### config.mk
export PLATFORM = sky130hd
export DESIGN_NAME = mamc_top
export DESIGN_NICKNAME = d
export VERILOG_FILES = /design/src/hdl/mamc_pkg.sv /design/src/hdl/mamc_glitch.sv /design/src/hdl/mamc_sync.sv /design/src/hdl/mamc_top.sv
export VERILOG_INCLUDE_DIRS = /design/src /design/src/hdl
export SDC_FILE = /design/constraint.sdc
export NUM_CORES = 1
export LEC_CHECK = 0
export BUFFER_PORTS_ARGS = -buffer_cell sky130_fd_sc_hd__buf_2
export CORE_MARGIN = 1.5
export CORE_UTILIZATION = 55
export DETAILED_ROUTE_END_ITERATION = 10
export PLACE_DENSITY = 0.9
export SLEW_MARGIN = 40
export SYNTH_ARGS = -nofsm -noshare
export SYNTH_HDL_FRONTEND = slang
export SYNTH_HIERARCHICAL = 1
export SYNTH_SLANG_ARGS = --single-unit
### constraint.sdc
create_clock -name clk -period 2.3 [get_ports clk]
set_input_delay 0.23 -clock clk [delete_from_list [all_inputs] [get_ports clk]]
set_output_delay 0.23 -clock clk [all_outputs]
set_load 0.01 [all_outputs]
### src/hdl/mamc_consts.svh
`ifndef MAMC_CONSTS_SVH
`define MAMC_CONSTS_SVH
`define MAMC_CFG_OFFSET        8'h09
`define MAMC_CFG_RESET         16'h0000
`define MAMC_BIT_NDS           14
`define MAMC_BIT_NDBT          13
`define MAMC_BIT_AUTO          12
`define MAMC_BIT_PDIFF0        10
`define MAMC_BIT_PDIFF1        11
`define MAMC_BIT_DIFF0         8
`define MAMC_BIT_DIFF1         9
`define MAMC_BIT_RANGE0        4
`define MAMC_BIT_FILT          3
`define MAMC_BIT_PINF_HI       2
`define MAMC_BIT_PINF_LO       1
`define MAMC_BIT_POL           0
`define MAMC_CLK_MHZ           200
`define MAMC_GLITCH_NS         50
`define MAMC_GLITCH_CYC        ((`MAMC_GLITCH_NS * `MAMC_CLK_MHZ + 999) / 1000)
`define MAMC_DELAY_MAX_NS      1000
`define MAMC_DELAY_MAX_CYC     ((`MAMC_DELAY_MAX_NS * `MAMC_CLK_MHZ) / 1000)
`endif

### src/hdl/mamc_pkg.sv
package mamc_pkg;
  typedef enum logic [1:0] {
    MAMC_PIN_OFF,
    MAMC_PIN_BUSY,
    MAMC_PIN_ALERT,
    MAMC_PIN_CLEAR
  } mamc_pin_type;
  typedef enum logic [1:0] {
    MAMC_IDLE,
    MAMC_SAMPLE,
    MAMC_TRIALS
  } mamc_conv_type;
endpackage : mamc_pkg

### src/hdl/mamc_glitch.sv
`timescale 1ns/1ps
`include "mamc_consts.svh"
module mamc_glitch (
  input  wire logic clk,     // clock
  input  wire logic rstn,    // sync reset, low
  input  wire logic bypass,  // 1: no filtering
  input  wire logic d,       // synced line
  output logic      q        // filtered line
);
  logic [7:0] cnt_q;
  always_ff @(posedge clk) begin
    if (!rstn) begin
      cnt_q <= 8'h00;
      q     <= 1'b1;
    end else if (bypass || d == q) begin // see RULE_07
      cnt_q <= 8'h00;
      if (bypass) q <= d;
    end else if (cnt_q >= 8'(`MAMC_GLITCH_CYC - 1)) begin // see RULE_07
      cnt_q <= 8'h00;
      q     <= d;
    end else begin
      cnt_q <= cnt_q + 8'h01;
    end
  end
endmodule : mamc_glitch

### src/hdl/mamc_sync.sv
`timescale 1ns/1ps
module mamc_sync (
  input  wire logic clk,     // clock
  input  wire logic rstn,    // sync reset, low
  input  wire logic d,       // async input
  output logic      q        // synced output
);
  logic meta_q;
  always_ff @(posedge clk) begin
    if (!rstn) begin
      meta_q <= 1'b1;
      q      <= 1'b1;
    end else begin
      meta_q <= d;
      q      <= meta_q;
    end
  end
endmodule : mamc_sync

### src/hdl/mamc_top.sv
`timescale 1ns/1ps
`include "mamc_consts.svh"
// Functional notes
// RULE_01: host keeps bus quiet during conversions
// RULE_02: bit14 zero delays sampling during bus activity
// RULE_03: bit13 zero holds bit trials during activity
// RULE_04: bits 14, 13, 3 reset to zero
// RULE_05: bit14 one samples fixed to data line
// RULE_06: sampling delay over 1 us aborts
// RULE_07: bit3 zero filters pulses under 50 ns
// RULE_08: bit12 enables autocycle; bit15 reserved
// RULE_09: bits 8, 9 select differential pairs
// RULE_10: bits 10, 11 select pseudo-differential pairs
// RULE_11: bits 4 to 7 select wide ranges
// RULE_12: bit0 sets event pin polarity
// RULE_13: function 00 leaves event pin idle
// RULE_14: function 01 makes pin show busy
// RULE_15: function 10 makes pin show alert
// RULE_16: function 11 clears pin, flag, alerts
// RULE_17: after clear, function reads back 10
// RULE_18: whole register resets to zero
// RULE_19: host writes zero to bit15
module mamc_top (
  input  wire logic        clk,            // 200 MHz clock
  input  wire logic        rstn,           // sync reset, low
  input  wire logic        scl_in,         // serial clock pin
  input  wire logic        sda_in,         // serial data pin
  input  wire logic        cfg_wr,         // config write strobe
  input  wire logic [15:0] cfg_wdata,      // config write data
  input  wire logic        conv_start,     // conversion request
  input  wire logic        trials_done,    // bit trials finished
  input  wire logic        alert_event,    // limit violation pulse
  output logic      [15:0] cfg_rdata,      // config readback
  output logic             event_pin,      // shared event/busy pin
  output logic             alert_clear,    // clear flag and alerts pulse
  output logic             sample_now,     // sampling instant pulse
  output logic             trial_en,       // bit trials may run
  output logic             conv_abort,     // conversion abandoned pulse
  output logic             autocycle_en,   // autocycle mode
  output logic      [1:0]  diff_en,        // differential per pair
  output logic      [1:0]  pdiff_en,       // pseudo-diff per pair
  output logic      [3:0]  range_wide,     // doubled_reference_range per analog_input
  output logic             scl_filt,       // filtered serial clock
  output logic             sda_filt        // filtered serial data
);
  logic [15:0] cfg_q;
  logic        scl_s, sda_s, scl_f, sda_f, sda_f_q, scl_f_q;
  logic        bus_active;
  logic [7:0]  idle_cnt_q;
  logic [15:0] dly_cnt_q;
  logic        busy_q, alert_q, event_raw;
  logic        clr_wr;
  mamc_pkg::mamc_conv_type state_q;
  mamc_pkg::mamc_pin_type  pin_fn;

  mamc_sync u_sync_scl (.clk(clk), .rstn(rstn), .d(scl_in), .q(scl_s));
  mamc_sync u_sync_sda (.clk(clk), .rstn(rstn), .d(sda_in), .q(sda_s));
  mamc_glitch u_flt_scl (.clk(clk), .rstn(rstn), .bypass(cfg_q[`MAMC_BIT_FILT]),
                         .d(scl_s), .q(scl_f));
  mamc_glitch u_flt_sda (.clk(clk), .rstn(rstn), .bypass(cfg_q[`MAMC_BIT_FILT]),
                         .d(sda_s), .q(sda_f));

  assign clr_wr = cfg_wr && cfg_wdata[`MAMC_BIT_PINF_HI] && cfg_wdata[`MAMC_BIT_PINF_LO];

  // config register; clear code folds back to alert mode
  always_ff @(posedge clk) begin
    if (!rstn) begin
      cfg_q <= `MAMC_CFG_RESET; // see RULE_18 see RULE_04
    end else if (cfg_wr) begin
      cfg_q <= cfg_wdata; // see RULE_08 see RULE_09 see RULE_10 see RULE_11
      if (clr_wr) cfg_q[`MAMC_BIT_PINF_LO] <= 1'b0; // see RULE_17
    end
  end

  always_ff @(posedge clk) begin
    if (!rstn) alert_clear <= 1'b0;
    else       alert_clear <= clr_wr; // see RULE_16
  end

  // bus activity: any filtered edge, held for a short quiet window
  always_ff @(posedge clk) begin
    if (!rstn) begin
      sda_f_q    <= 1'b1;
      scl_f_q    <= 1'b1;
      idle_cnt_q <= 8'h00;
    end else begin
      sda_f_q <= sda_f;
      scl_f_q <= scl_f;
      if (sda_f != sda_f_q || scl_f != scl_f_q)
        idle_cnt_q <= 8'(`MAMC_GLITCH_CYC);
      else if (idle_cnt_q != 8'h00)
        idle_cnt_q <= idle_cnt_q - 8'h01;
    end
  end
  assign bus_active = (idle_cnt_q != 8'h00) || (sda_f != sda_f_q) || (scl_f != scl_f_q);

  // conversion sequencing
  always_ff @(posedge clk) begin
    if (!rstn) begin
      state_q    <= mamc_pkg::MAMC_IDLE;
      dly_cnt_q  <= 16'h0000;
      sample_now <= 1'b0;
      conv_abort <= 1'b0;
      busy_q     <= 1'b0;
    end else begin
      sample_now <= 1'b0;
      conv_abort <= 1'b0;
      case (state_q)
        mamc_pkg::MAMC_IDLE: begin
          dly_cnt_q <= 16'h0000;
          if (conv_start) begin
            state_q <= mamc_pkg::MAMC_SAMPLE;
            busy_q  <= 1'b1;
          end
        end
        mamc_pkg::MAMC_SAMPLE: begin
          if (cfg_q[`MAMC_BIT_NDS]) begin
            // fixed instant: sample on the first clk cycle in MAMC_SAMPLE, whatever the bus is doing
            sample_now <= 1'b1; // see RULE_05
            state_q    <= mamc_pkg::MAMC_TRIALS;
          end else if (!bus_active) begin
            sample_now <= 1'b1; // see RULE_02
            state_q    <= mamc_pkg::MAMC_TRIALS;
          end else if (dly_cnt_q >= 16'(`MAMC_DELAY_MAX_CYC)) begin
            conv_abort <= 1'b1; // see RULE_06
            busy_q     <= 1'b0;
            state_q    <= mamc_pkg::MAMC_IDLE;
          end else begin
            dly_cnt_q <= dly_cnt_q + 16'h0001;
          end
        end
        mamc_pkg::MAMC_TRIALS: begin
          if (trials_done) begin
            busy_q  <= 1'b0;
            state_q <= mamc_pkg::MAMC_IDLE;
          end
        end
        default: state_q <= mamc_pkg::MAMC_IDLE;
      endcase
    end
  end

  always_ff @(posedge clk) begin
    if (!rstn) trial_en <= 1'b0;
    else trial_en <= (state_q == mamc_pkg::MAMC_TRIALS)
                     && (cfg_q[`MAMC_BIT_NDBT] || !bus_active); // see RULE_03
  end

  // alert latch; new event wins over clear
  always_ff @(posedge clk) begin
    if (!rstn)            alert_q <= 1'b0;
    else if (alert_event) alert_q <= 1'b1;
    else if (clr_wr)      alert_q <= 1'b0; // see RULE_16
  end

  assign pin_fn = mamc_pkg::mamc_pin_type'(cfg_q[`MAMC_BIT_PINF_HI:`MAMC_BIT_PINF_LO]);
  always_comb begin
    case (pin_fn)
      mamc_pkg::MAMC_PIN_BUSY:  event_raw = busy_q;  // see RULE_14
      mamc_pkg::MAMC_PIN_ALERT: event_raw = alert_q; // see RULE_15
      default:                  event_raw = 1'b0;    // see RULE_13
    endcase
  end

  always_ff @(posedge clk) begin
    if (!rstn) begin
      event_pin    <= 1'b1;
      cfg_rdata    <= `MAMC_CFG_RESET;
      autocycle_en <= 1'b0;
      diff_en      <= 2'h0;
      pdiff_en     <= 2'h0;
      range_wide   <= 4'h0;
      scl_filt     <= 1'b1;
      sda_filt     <= 1'b1;
    end else begin
      event_pin    <= cfg_q[`MAMC_BIT_POL] ? event_raw : !event_raw; // see RULE_12
      cfg_rdata    <= cfg_q;
      autocycle_en <= cfg_q[`MAMC_BIT_AUTO]; // see RULE_08
      diff_en      <= {cfg_q[`MAMC_BIT_DIFF1], cfg_q[`MAMC_BIT_DIFF0]}; // see RULE_09
      pdiff_en     <= {cfg_q[`MAMC_BIT_PDIFF1], cfg_q[`MAMC_BIT_PDIFF0]}; // see RULE_10
      range_wide   <= cfg_q[`MAMC_BIT_RANGE0 +: 4]; // see RULE_11
      scl_filt     <= scl_f;
      sda_filt     <= sda_f;
    end
  end
endmodule : mamc_top

# --- Word level (Yosys, flattened, before mapping) ---
# Cells that the tools add are included.
classes:
  n_addsub: 4
  magnitude_cmp: 3
  eq_ne: 17
  mux: 32
  bitwise_logic: 3
  n_reduce_logical: 29
op_table:
  columns: ["cell", "count"]
  rows:
  - ["2-to-1 mux 16 bit", 3]
  - ["case mux 16 bit (2 select lines)", 1]
  - ["2-to-1 mux 1 bit", 18]
  - ["adder 16 x 1 -> 16 bit (second input constant)", 1]
  - ["adder 8 x 1 -> 8 bit (second input constant)", 2]
  - ["greater-or-equal comparator 16 x 8 -> 1 bit (second input constant)", 1]
  - ["greater-or-equal comparator 8 x 4 -> 1 bit (second input constant)", 2]
  - ["inequality test 2 bit (second input constant)", 8]
  - ["2-to-1 mux 2 bit", 5]
  - ["nonzero test 2 bit", 5]
  - ["2-to-1 mux 4 bit", 2]
  - ["nonzero test 8 bit", 1]
  - ["subtractor 8 x 1 -> 8 bit (second input constant)", 1]
  - ["logical OR 1 bit", 6]
  - ["case mux 2 bit (3 select lines)", 1]
  - ["AND reduction 2 bit", 3]
  - ["AND reduction 6 bit", 1]
  - ["OR reduction 3 bit", 2]
  - ["equality test 2 x 1 -> 1 bit (second input constant)", 2]
  - ["equality test 2 bit (second input constant)", 2]
  - ["inequality test 4 bit (second input constant)", 1]
  - ["AND reduction 4 bit", 1]
  - ["OR reduction 4 bit", 1]
  - ["logical AND 1 bit", 3]
  - ["other kinds (10)", 15]
word_totals:
  ff_bits: 98
  inputBits: 24
  output_inout_bits: 32
  elab_cells: 115

# --- Longest topological paths before layout ---
# Gate-level depths: netlist of run 1.
logic_depth:
  depth_word: 6
  ltp_mapped: 7
  mapped_depth_nobuf: 7

# --- Cells and area by module ---
# The synthesis of run 1 kept the hierarchy.
by_module_without_submodules:
  columns: ["module", "n_inst", "cells_per_inst", "area_per_inst_um2", "seq_area_each_um2"]
  rows:
  - ["mamc_top", 1, 267, 2680.1, 1341.3]
  - ["mamc_glitch", 2, 31, 335.3, 180.2]
  - ["mamc_sync", 2, 4, 52.6, 40.0]

# --- Least setup slack after synthesis of run 1 ---
# Ideal clock, no wire load.
synth_timing:
  path_type: "reg-to-reg"
  startpoint: "reg idle_cnt_q[0]"
  endpoint: "reg dly_cnt_q[1]"
  setup_time_ps: 70
  arrival_time_ps: 1549
  required_ps: 2230
  path_slack_ps: 681
  stages_incl_launch_ff: 8
  path_buffers: 0
  synth_period_minus_slack_ps: 1619
  cell_sequence: "dfxtp_1 > inv_1 > ha_1 > nor3b_1 > a41o_4 > o21ai_4 > or2_1 > a21oi_1"
synth_via:
  elab_chain_cells: 5
synth_lines:
  columns: ["item", "line_no", "rtl"]
  rows:
  - ["start, declared", "mamc_top.sv:49", "logic [7:0] idle_cnt_q;"]
  - ["start signal, assigned", "mamc_top.sv:90", "idle_cnt_q <= 8'(`MAMC_GLITCH_CYC);"]
  - ["start signal, assigned", "mamc_top.sv:92", "idle_cnt_q <= idle_cnt_q - 8'h01;"]
  - ["nonzero test 8 bit", "mamc_top.sv:95", "assign bus_active = (idle_cnt_q != 8'h00) || (sda_f != sda_f_q) || (scl_f != scl_f_q);"]
  - ["logical OR 1 bit (2 in a row)", "mamc_top.sv:95", null]
  - ["inequality test 2 bit (no line)", null, null]
  - ["AND reduction 4 bit (no line)", null, null]
  - ["end signal, assigned", "mamc_top.sv:129", "dly_cnt_q <= dly_cnt_q + 16'h0001;"]
  - ["end, declared", "mamc_top.sv:50", "logic [15:0] dly_cnt_q;"]
# No other way between the ends.
# A chain may end at the register's enable or synchronous reset.

# --- Worst setup path in the final report of run 1 ---
# Same ends and word-level chain as after synthesis.

==> results of run 1 <==
[synth_stat cells, types with 9 or more instances]
library cell,count,area share (%)
mux2i_1,21,6.1
and2_1,20,3.6
nand2b_1,9,1.6
buf_4,9,2.0
nand2_1,16,1.7
dfxtp_1,89,52
ha_1,16,5.8
inv_1,21,2.3
xor2_1,10,2.5
nor2_1,39,4.2
nor3_1,14,2.0
[worst max-delay path: stages, from the launching register on]
cell and delay [ns]:
dfxtp_1 0.34, inv_1 0.08, ha_1 0.14, nor3b_1 0.39
a41o_4 0.36, o21ai_4 0.11, or2_1 0.23, a21oi_1 0.14
[routing by layer]
metal  global-route usage (%)  vias up
li1                         -     1215
met1                     22.5     1148
met2                     33.7       82
met3                     5.82       12
met4                     9.32        0
met5                        0        -
[metrics by stage]
stage	power (W)	worst slack [ns]
2_1_floorplan	0.00242	0.681
3_3_place_gp	0.00256	0.601
3_5_place_dp	0.00261	0.489
4_1_cts	0.00391	0.472
5_1_grt	0.00407	0.380
6_report	0.00389	0.450
[worst min-delay path by stage]
stage,start,to,slack [ns],cells past startpoint
finish,sda_in,u_sync_sda/meta_q$_SDFF_PN1_,0.05,2
global route,sda_in,u_sync_sda/meta_q$_SDFF_PN1_,0.04,2
CTS,sda_in,u_sync_sda/meta_q$_SDFF_PN1_,0.03,2
detailed placement,u_sync_scl/meta_q$_SDFF_PN1_,u_sync_scl/q$_SDFF_PN1_,0.39,1
global placement,u_sync_sda/meta_q$_SDFF_PN1_,u_sync_sda/q$_SDFF_PN1_,0.39,1
floorplan,rstn,u_sync_scl/meta_q$_SDFF_PN1_,0.30,1
[cell families (layout without fill, tap and decap cells)]
family	count (synthesis)	after routing
AOI/OAI and AO/OA	26	26
xor gates and xnor gates	18	18
adders and majority gates	16	16
buffers and inverters	37	95
DFF	89	89
muxes	21	21
other	2	8
and+or+nand+nor	128	128
[report_power, final]
group | internal, W | total (W) | switching (W)
Combinational | 0.000337 | 0.000825 | 0.000489
Clock | 0.000754 | 0.00131 | 0.000551
Sequential | 0.00166 | 0.00176 | 0.000104
[flip-flops by register name, indices dropped and copies added, names as in the netlist, 2 cells and up]
name / cells
cfg_rdata: 16
dly_cnt_q: 16
state_q: 2
u_flt_scl/cnt_q: 8
idle_cnt_q: 8
cfg_q: 16
u_flt_sda/cnt_q: 8
[layout make-up]
| type | instances | area (um2) |
|---|---|---|
| flip-flops and latches | 89 | 1780 |
| multi-input cells | 217 | 1520 |
| fillers | 426 | 1970 |
| inverters | 22 | 82.6 |
| clock buffers | 10 | 138 |
| well taps | 75 | 93.8 |
| repair buffers | 57 | 290 |
| clock inverters | 6 | 115 |
==> run metrics, run 1 <==
count of hold-fix buffers inserted at cts 0; number of maximum-capacitance constraint violations 0; number of port buffers 55; Avg Cell Area, Syn 10.3 um2; async set-reset flop share out of synthesis 0%; cell at the root of the clock tree clkbuf_8; Max Clk Rate 0.541 GHz; number of antenna-violating nets in the routed design 0; sum of met2 wire segment lengths after detailed routing 3.06 mm; post-CTS setup buffer count 0; Cell Area, Synth 3460 um2; remaining max-slew budget at the tightest pin 56.9%; Initial DRC Count 142; number of hold-slack violations in the final timing report 0; antenna violations before repair 0; Clock H-tree levels 3; total of cells resized after clock tree synthesis 0; setup violation total in the final timing report 0; maximum fanout along the worst path 8; GRT overflow 0; ant diodes 0; TritonCTS sink count 89; total detailed-routing wirelength 6.28 mm; fraction of layout cells with a size suffix above 1 20.9%; Detail Route met3 WL 382 um; sort of element at the start of the critical path flop; Final nets 436; number of synthesized register bits 89; commonest cells after routing, fill and taps aside 89 x dfxtp_1, 55 x buf_2, 39 x nor2_1; total negative slack 0 ns; Seq/Total Area, Yosys 51.6%; clock period minus worst slack 1.85 ns; Critical Path End Type flop; share of cell area taken by muxes after synthesis 6.08%; synthesis-to-layout area growth 16.4%; non-filler instance count after layout 476; Routed WL per cell 13.2 um; required time worst endpoint 2.59 ns; global-route wire length before repair 9.95 mm; yosys warns 6; endpoint of the worst setup timing path dly_cnt_q[1]$_SDFFE_PN0P_; routed vias 2457; die width 82.3 um; Static Leakage 1.81 nW; fraction of synthesized cell area in xor and xnor cells 4.56%; startpoint of the most critical setup path idle_cnt_q[0]$_SDFFE_PP0P_; smallest hold slack 0.0474 ns; num rows 28; DR top layer met4; placed instance count 460; drc violations 0; Cell Area, Placed 3770 um2; transition time of the tightest slew-check pin 0.646 ns; maximum number of pins on one net before global-route repair 34; Data arrival, critical path 2.14 ns; clock buffers created by TritonCTS 9; main combinational cell family by area after synthesis simple AND/OR/NAND/NOR gates; hpwl dp 4.31 mm; final estimated routing congestion in global placement 0.792; total core area 5990 um2; IO Count 56; share of the clock period used by the worst path 80.4%; Global Route Usage Sum 19.8%; post-DR vias/cell 5.16; die footprint 6770 um2; gate count of the mapped netlist 337; clock-pin transition on the worst setup and hold timing paths 0.09 ns; CP Class reg -> reg; Critical R2R Launch idle_cnt_q[0]$_SDFFE_PP0P_; clock skew 0.00918 ns; Final Max Slew Viols 0; simple-gate area share of the yosys netlist 20.3%; share of synthesized cell area in full adder, half adder and majority cells 5.79%; HP Class in -> reg; Die Y 82.3 um; unrepaired setup endpoints after global routing no; buffers from clock root to sink, at most 2; run status complete, no violations; TritonCTS clock tree yes; starting utilization of the core area 57.7%; via count of the first global-routing pass 2273; dominant register cell in the synthesized netlist dfxtp_1; Post-Route M1 WL 2.72 mm; count of unique library cells instantiated by Yosys 48; post-route cell area 4020 um2; number of enable flip-flop cells after synthesis 0; Reg-to-Reg End dly_cnt_q[1]$_SDFFE_PN0P_; Pre-Repair DR Iteration Count 4; count of cells along the worst register-to-register path 7; power density of the placed cells 968 nW/um2; clk_lat worst skew 0.36 ns; Final Util 67.2%; most frequent standard cell in the layout excluding fill and tap cells dfxtp_1; peak supply drop 0.553 mV; worst reg-to-reg setup slack 0.45 ns; share of the synthesized area in compound gates (AO/OA/AOI/OAI) 6.44%
Note: power is estimated with default switching activity, not from simulation.
==> inputs of run 2 (changes only) <==
==> constraint.sdc (replaced) <==
create_clock -name clk -period 1.9 [get_ports clk]
set_input_delay 0.19 -clock clk [delete_from_list [all_inputs] [get_ports clk]]
set_output_delay 0.19 -clock clk [all_outputs]
set_load 0.01 [all_outputs]
==> run metrics, run 2 (synthesis gave the netlist of run 1 again) <==
run status complete, no violations; setup violation total in the final timing report 0; clk_lat worst skew 0.35 ns; Critical Path End Type flop; CP Class reg -> reg; remaining max-slew budget at the tightest pin 64.6%; total core area 5990 um2; via count of the first global-routing pass 2349; GRT overflow 0; Initial DRC Count 100; transition time of the tightest slew-check pin 0.531 ns; cell with the biggest individual delay on the critical path dfxtp_2; synthesis-to-layout area growth 15.0%; number of hold-slack violations in the final timing report 0; Static Leakage 1.79 nW; Top delay family on crit path compound AO/OA/AOI/OAI gates; total negative slack 0 ns; buffering stage count on the worst path with inverters included 1; hpwl dp 4.30 mm; sort of element at the start of the critical path flop; Routed WL per cell 12.9 um; maximum number of pins on one net before global-route repair 34; smallest hold slack 0.0229 ns; clock period minus worst slack 1.75 ns; die width 82.3 um; die footprint 6770 um2; number of port buffers 55; clock-pin transition on the worst setup and hold timing paths 0.09 ns; Final Max Slew Viols 0; post-route setup slack 0.146 ns; starting utilization of the core area 57.7%; most frequent standard cell in the layout excluding fill and tap cells dfxtp_1; power density of the placed cells 1080 nW/um2; Cell Area, Placed 3780 um2; fillers 460; Global Route Usage Sum 20.2%; total detailed-routing wirelength 6.17 mm; Data arrival, critical path 2.00 ns; antenna violations before repair 0; Final nets 438; post-CTS setup buffer count 0; Die Y 82.3 um; TritonCTS sink count 89; clock skew 0.00969 ns; post-route cell area 3980 um2; num rows 28; final estimated routing congestion in global placement 0.813; worst reg-to-reg setup slack 0.15 ns; peak supply drop 0.603 mV; Largest regs cfg_q (16), cfg_rdata (16), dly_cnt_q (16); commonest cells after routing, fill and taps aside 88 x dfxtp_1, 55 x buf_2, 39 x nor2_1; max incr delay on CP 0.35 ns; ant diodes 0; fraction of layout cells with a size suffix above 1 21.6%; global-route wire length before repair 10.2 mm; post-DR vias/cell 5.08; drc violations 0; share of the clock period used by the worst path 92.3%; routed vias 2428; TritonCTS clock tree yes; cell at the root of the clock tree clkbuf_8; buffers from clock root to sink, at most 2; clock buffers created by TritonCTS 9; number of antenna-violating nets in the routed design 0; IO Count 56; worst slack after detailed placement 0.0973 ns; Pre-Repair DR Iteration Count 4; number of maximum-capacitance constraint violations 0; Max Clk Rate 0.570 GHz; unrepaired setup endpoints after global routing no; required time worst endpoint 2.14 ns; maximum fanout along the worst path 8; Critical Path, Cell by Cell inv_1, ha_1, nor3b_2, a41o_4, o21ai_4, a21oi_2, a311oi_1; HP Class in -> reg; Clock H-tree levels 3; Final Util 66.4%
-- run 2: worst paths after layout --
path / start / to / cells after the start
setup reg to reg: idle_cnt_q[0]$_SDFFE_PP0P_ / dly_cnt_q[3]$_SDFFE_PN0P_ / 7
hold reg to reg: u_sync_scl/meta_q$_SDFF_PN1_ / u_sync_scl/q$_SDFF_PN1_ / 1
hold / removal: scl_in / u_sync_scl/meta_q$_SDFF_PN1_ / 2
setup / recovery: idle_cnt_q[0]$_SDFFE_PP0P_ / dly_cnt_q[3]$_SDFFE_PN0P_ / 7
-- run 2: layer usage --
| metal | GRT usage [%] | share of wire, % |
|---|---|---|
| met1 | 22.7 | 43 |
| met2 | 34.8 | 50 |
| met3 | 5.16 | 5.2 |
| met4 | 11.0 | 1.7 |
| met5 | 0 | 0 |
-- run 2: repair_timing --
item                                   4_1_cts  5_1_grt
endpoints found under the hold margin        1        0
hold buffers                                 1        0
gates resized for setup                      0        2
setup endpoints to repair                    0        9
-- run 2: layout make-up --
cell class | instances | area (um2) | area share, %
clock buffers | 10 | 138 | 3.46
clock inverters | 6 | 42.5 | 1.07
inverters | 22 | 82.6 | 2.08
multi-input cells | 217 | 1530 | 38.4
flip-flops and latches | 89 | 1780 | 44.9
well taps | 75 | 93.8 | 2.36
repair buffers | 59 | 308 | 7.74
-- run 2: where the power goes --
group | total, W | internal, W | switching, W
Sequential | 0.00213 | 0.00201 | 0.000123
Clock | 0.00116 | 0.000512 | 0.000646
Combinational | 0.00101 | 0.000424 | 0.000585
-- run 2: stage by stage --
step / total power (W) / cells
6_report: 0.00430 / 478
5_1_grt: 0.00457 / 478
4_1_cts: 0.00432 / 478
3_5_place_dp: 0.00316 / 461
3_3_place_gp: 0.00312 / 461
2_1_floorplan: 0.00293 / 343
-- run 2: worst register-to-register path, stage by stage, from the launching register on --
cell and delay, ns:
dfxtp_2 0.35, inv_1 0.06, ha_1 0.18, nor3b_2 0.17, a41o_4 0.29, o21ai_4 0.24
a21oi_2 0.08, a311oi_1 0.28
==> inputs of run 3 (changes only) <==
--- a/config.mk
+++ b/config.mk
@@ -10,9 +10,9 @@
 export CORE_MARGIN = 1.5
 export CORE_UTILIZATION = 55
 export DETAILED_ROUTE_END_ITERATION = 10
+export GPL_TIMING_DRIVEN = 0
 export PLACE_DENSITY = 0.9
 export SLEW_MARGIN = 40
 export SYNTH_ARGS = -nofsm -noshare
 export SYNTH_HDL_FRONTEND = slang
-export SYNTH_HIERARCHICAL = 1
 export SYNTH_SLANG_ARGS = --single-unit
==> run metrics, run 3 <==
post-route setup slack -0.249 ns; required time worst endpoint 2.14 ns; power density of the placed cells 1300 nW/um2; commonest cells after routing, fill and taps aside 85 x dfxtp_1, 53 x buf_2, 49 x nor2_1; share of the synthesized area in compound gates (AO/OA/AOI/OAI) 7.10%; switch share 33.6%; Critical Path End Type flop; buffers from clock root to sink, at most 2; Routed WL per cell 15.9 um; run status finished, violations left; Max Clk Rate 0.465 GHz; Data arrival, critical path 2.38 ns; share of total power in combinational logic 34.3%; antenna violations before repair 0; simple-gate area share of the yosys netlist 18.9%; Global Route Usage Sum 23.0%; violations in the final reports setup timing; GRT overflow 0; routed vias 2733; maximum number of pins on one net before global-route repair 16; via count of the first global-routing pass 2492; IO Count 56; count of unique library cells instantiated by Yosys 43; num rows 28; most frequent standard cell in the layout excluding fill and tap cells dfxtp_1; HP Class in -> reg; Reg power frac 39.9%; Die Y 81.4 um; clk_lat worst skew 0.36 ns; non-filler instance count after layout 511; Avg Cell Area, Syn 9.86 um2; TritonCTS clock tree yes; gate count of the mapped netlist 343; final estimated routing congestion in global placement 0.840; die width 81.4 um; ant diodes 0; leading area contributor after synthesis dfxtp_1; fraction of layout cells with a size suffix above 1 26.4%; share of the clock period used by the worst path 113%; die footprint 6630 um2; share of synthesized cell area in full adder, half adder and majority cells 5.92%; number of enable flip-flop cells after synthesis 0; Cell Area, Synth 3380 um2; clock period minus worst slack 2.15 ns; global-route wire length before repair 11.4 mm; yosys warns 0; Static Leakage 1.93 nW; dominant register cell in the synthesized netlist dfxtp_1; total detailed-routing wirelength 8.11 mm; Largest regs cfg_q (16), cfg_rdata (16), dly_cnt_q (16); P_sw 0.00184 W; maximum fanout along the worst path 3; overall power consumption 0.00550 W; starting utilization of the core area 57.1%; library cell with the highest instance count after synthesis dfxtp_1; synthesis-to-layout area growth 25.0%; transition time of the tightest slew-check pin 0.709 ns; Final nets 472; clock skew 0.0142 ns; placed instance count 478; unrepaired setup endpoints after global routing yes; remaining max-slew budget at the tightest pin 52.8%; Int Pwr 0.00365 W; Pre-Repair DR Iteration Count 7; number of maximum-capacitance constraint violations 0; peak supply drop 0.806 mV; drc violations 0; Clock H-tree levels 3; number of antenna-violating nets in the routed design 0; sort of element at the start of the critical path flop; clock-pin transition on the worst setup and hold timing paths 0.09 ns; area share of the largest cell type after synthesis 52.7%; cell at the root of the clock tree clkbuf_8; total core area 5920 um2; setup violation total in the final timing report 14; total negative slack -2.30 ns; share of cell area taken by muxes after synthesis 5.62%; Initial DRC Count 221; Seq/Total Area, Yosys 52.7%; main combinational cell family by area after synthesis simple AND/OR/NAND/NOR gates; Final Max Slew Viols 0; CP Class reg -> reg; async set-reset flop share out of synthesis 0%; number of synthesized register bits 89; post-DR vias/cell 5.35; main area contributors after synthesis dfxtp_1 53%, ha_1 5.9%, mux2i_1 5.6%; fraction of synthesized cell area in xor and xnor cells 4.40%; number of port buffers 53; TritonCTS sink count 89; proportion of power drawn by the clock network 25.8%; hpwl dp 4.79 mm; number of hold-slack violations in the final timing report 0; clock buffers created by TritonCTS 9; most instantiated cells after synthesis 89 x dfxtp_1, 50 x nor2_1, 21 x inv_1, 19 x mux2i_1, 18 x nand2_1
[run 3: cell count changes in the layout (fill, tap and decap cells not counted), moves of 3 or more]
cell,before,now
nor2b_1,4,0
xnor2_1,8,4
dfxtp_1,88,85
and2_1,20,14
nor4_1,0,3
nor4_4,3,0
buf_6,0,3
xor2_1,10,13
and3_1,2,10
or3_1,1,4
buf_4,3,22
clkbuf_1,0,6
nor3_1,14,3
nor2_1,39,49
[run 3: final timing paths]
kind,startpoint,cells after the start,slack [ns],endpoint
max reg2reg,idle_cnt_q[3]$_SDFFE_PN0P_,7,-0.25,state_q[0]$_SDFFE_PN0P_
max,idle_cnt_q[3]$_SDFFE_PN0P_,7,-0.25,state_q[0]$_SDFFE_PN0P_
min,scl_in,2,0.01,u_sync_scl.meta_q$_SDFF_PN1_
min reg2reg,u_sync_sda.meta_q$_SDFF_PN1_,1,0.41,u_sync_sda.q$_SDFF_PN1_
[run 3: kinds of logic after synthesis]
family | Yosys count
AND/OR/NAND/NOR | 129
flip-flops | 89
buffers and inverters | 39
AO/OA/AOI/OAI | 33
multiplexers | 19
XOR/XNOR | 17
adder cells (fa/ha/maj) | 16
other | 1
[run 3: per-layer routing]
metal | share of wire (%) | up-vias | track usage [%]
met5 | 0 | - | 0
met4 | 3.7 | 0 | 9.14
met3 | 7.0 | 28 | 6.78
met2 | 51 | 128 | 39.4
met1 | 38 | 1274 | 26.9
li1 | - | 1303 | -
[run 3: layout make-up]
type,instances,area [um2]
buffer,17,97.6
clock buffer,9,124
clock inverter,6,90.1
fill,380,1690
inverter,22,82.6
multi-input combinational,223,1540
sequential,89,1790
tap,75,93.8
timing repair buffer,70,407
[run 3: power groups by stage]
stage / combinational [W] / sequential [W] / clock [W]
2_1_floorplan: 0.000946 / 0.00219 / 0
3_3_place_gp: 0.00114 / 0.00221 / 0
3_5_place_dp: 0.00118 / 0.00222 / 0
4_1_cts: 0.00151 / 0.00218 / 0.00142
5_1_grt: 0.00201 / 0.00221 / 0.00150
6_report: 0.00189 / 0.00219 / 0.00142
[run 3: metrics by stage]
stage | hold slack, ns | area, um2 | worst slack [ns] | utilization [%]
after floorplan | 0.291 | 3430 | -0.0637 | -
after global placement | 0.371 | 3790 | -0.167 | 64.0
after detailed placement | 0.374 | 3790 | -0.180 | 64.0
after CTS | 0.000633 | 4130 | -0.156 | 69.7
after global routing | 0.0282 | 4230 | -0.298 | 71.4
final | 0.0143 | 4230 | -0.249 | 71.4
[run 3: worst max-delay path, stage by stage, from the launching register on]
cell,delay (ns)
dfxtp_4,0.35
or4_4,0.54
buf_6,0.14
o41ai_4,0.41
buf_4,0.19
o21ai_4,0.06
mux2i_1,0.25
nor2_1,0.08
[run 3: timing repair]
action,in CTS,in global routing
hold buffers,0,1
endpoints found under the setup margin,13,15
pin swaps,10,8
buffers inserted,11,5
resized for setup,8,12
gates cloned,1,0
hold endpoints to repair,0,1
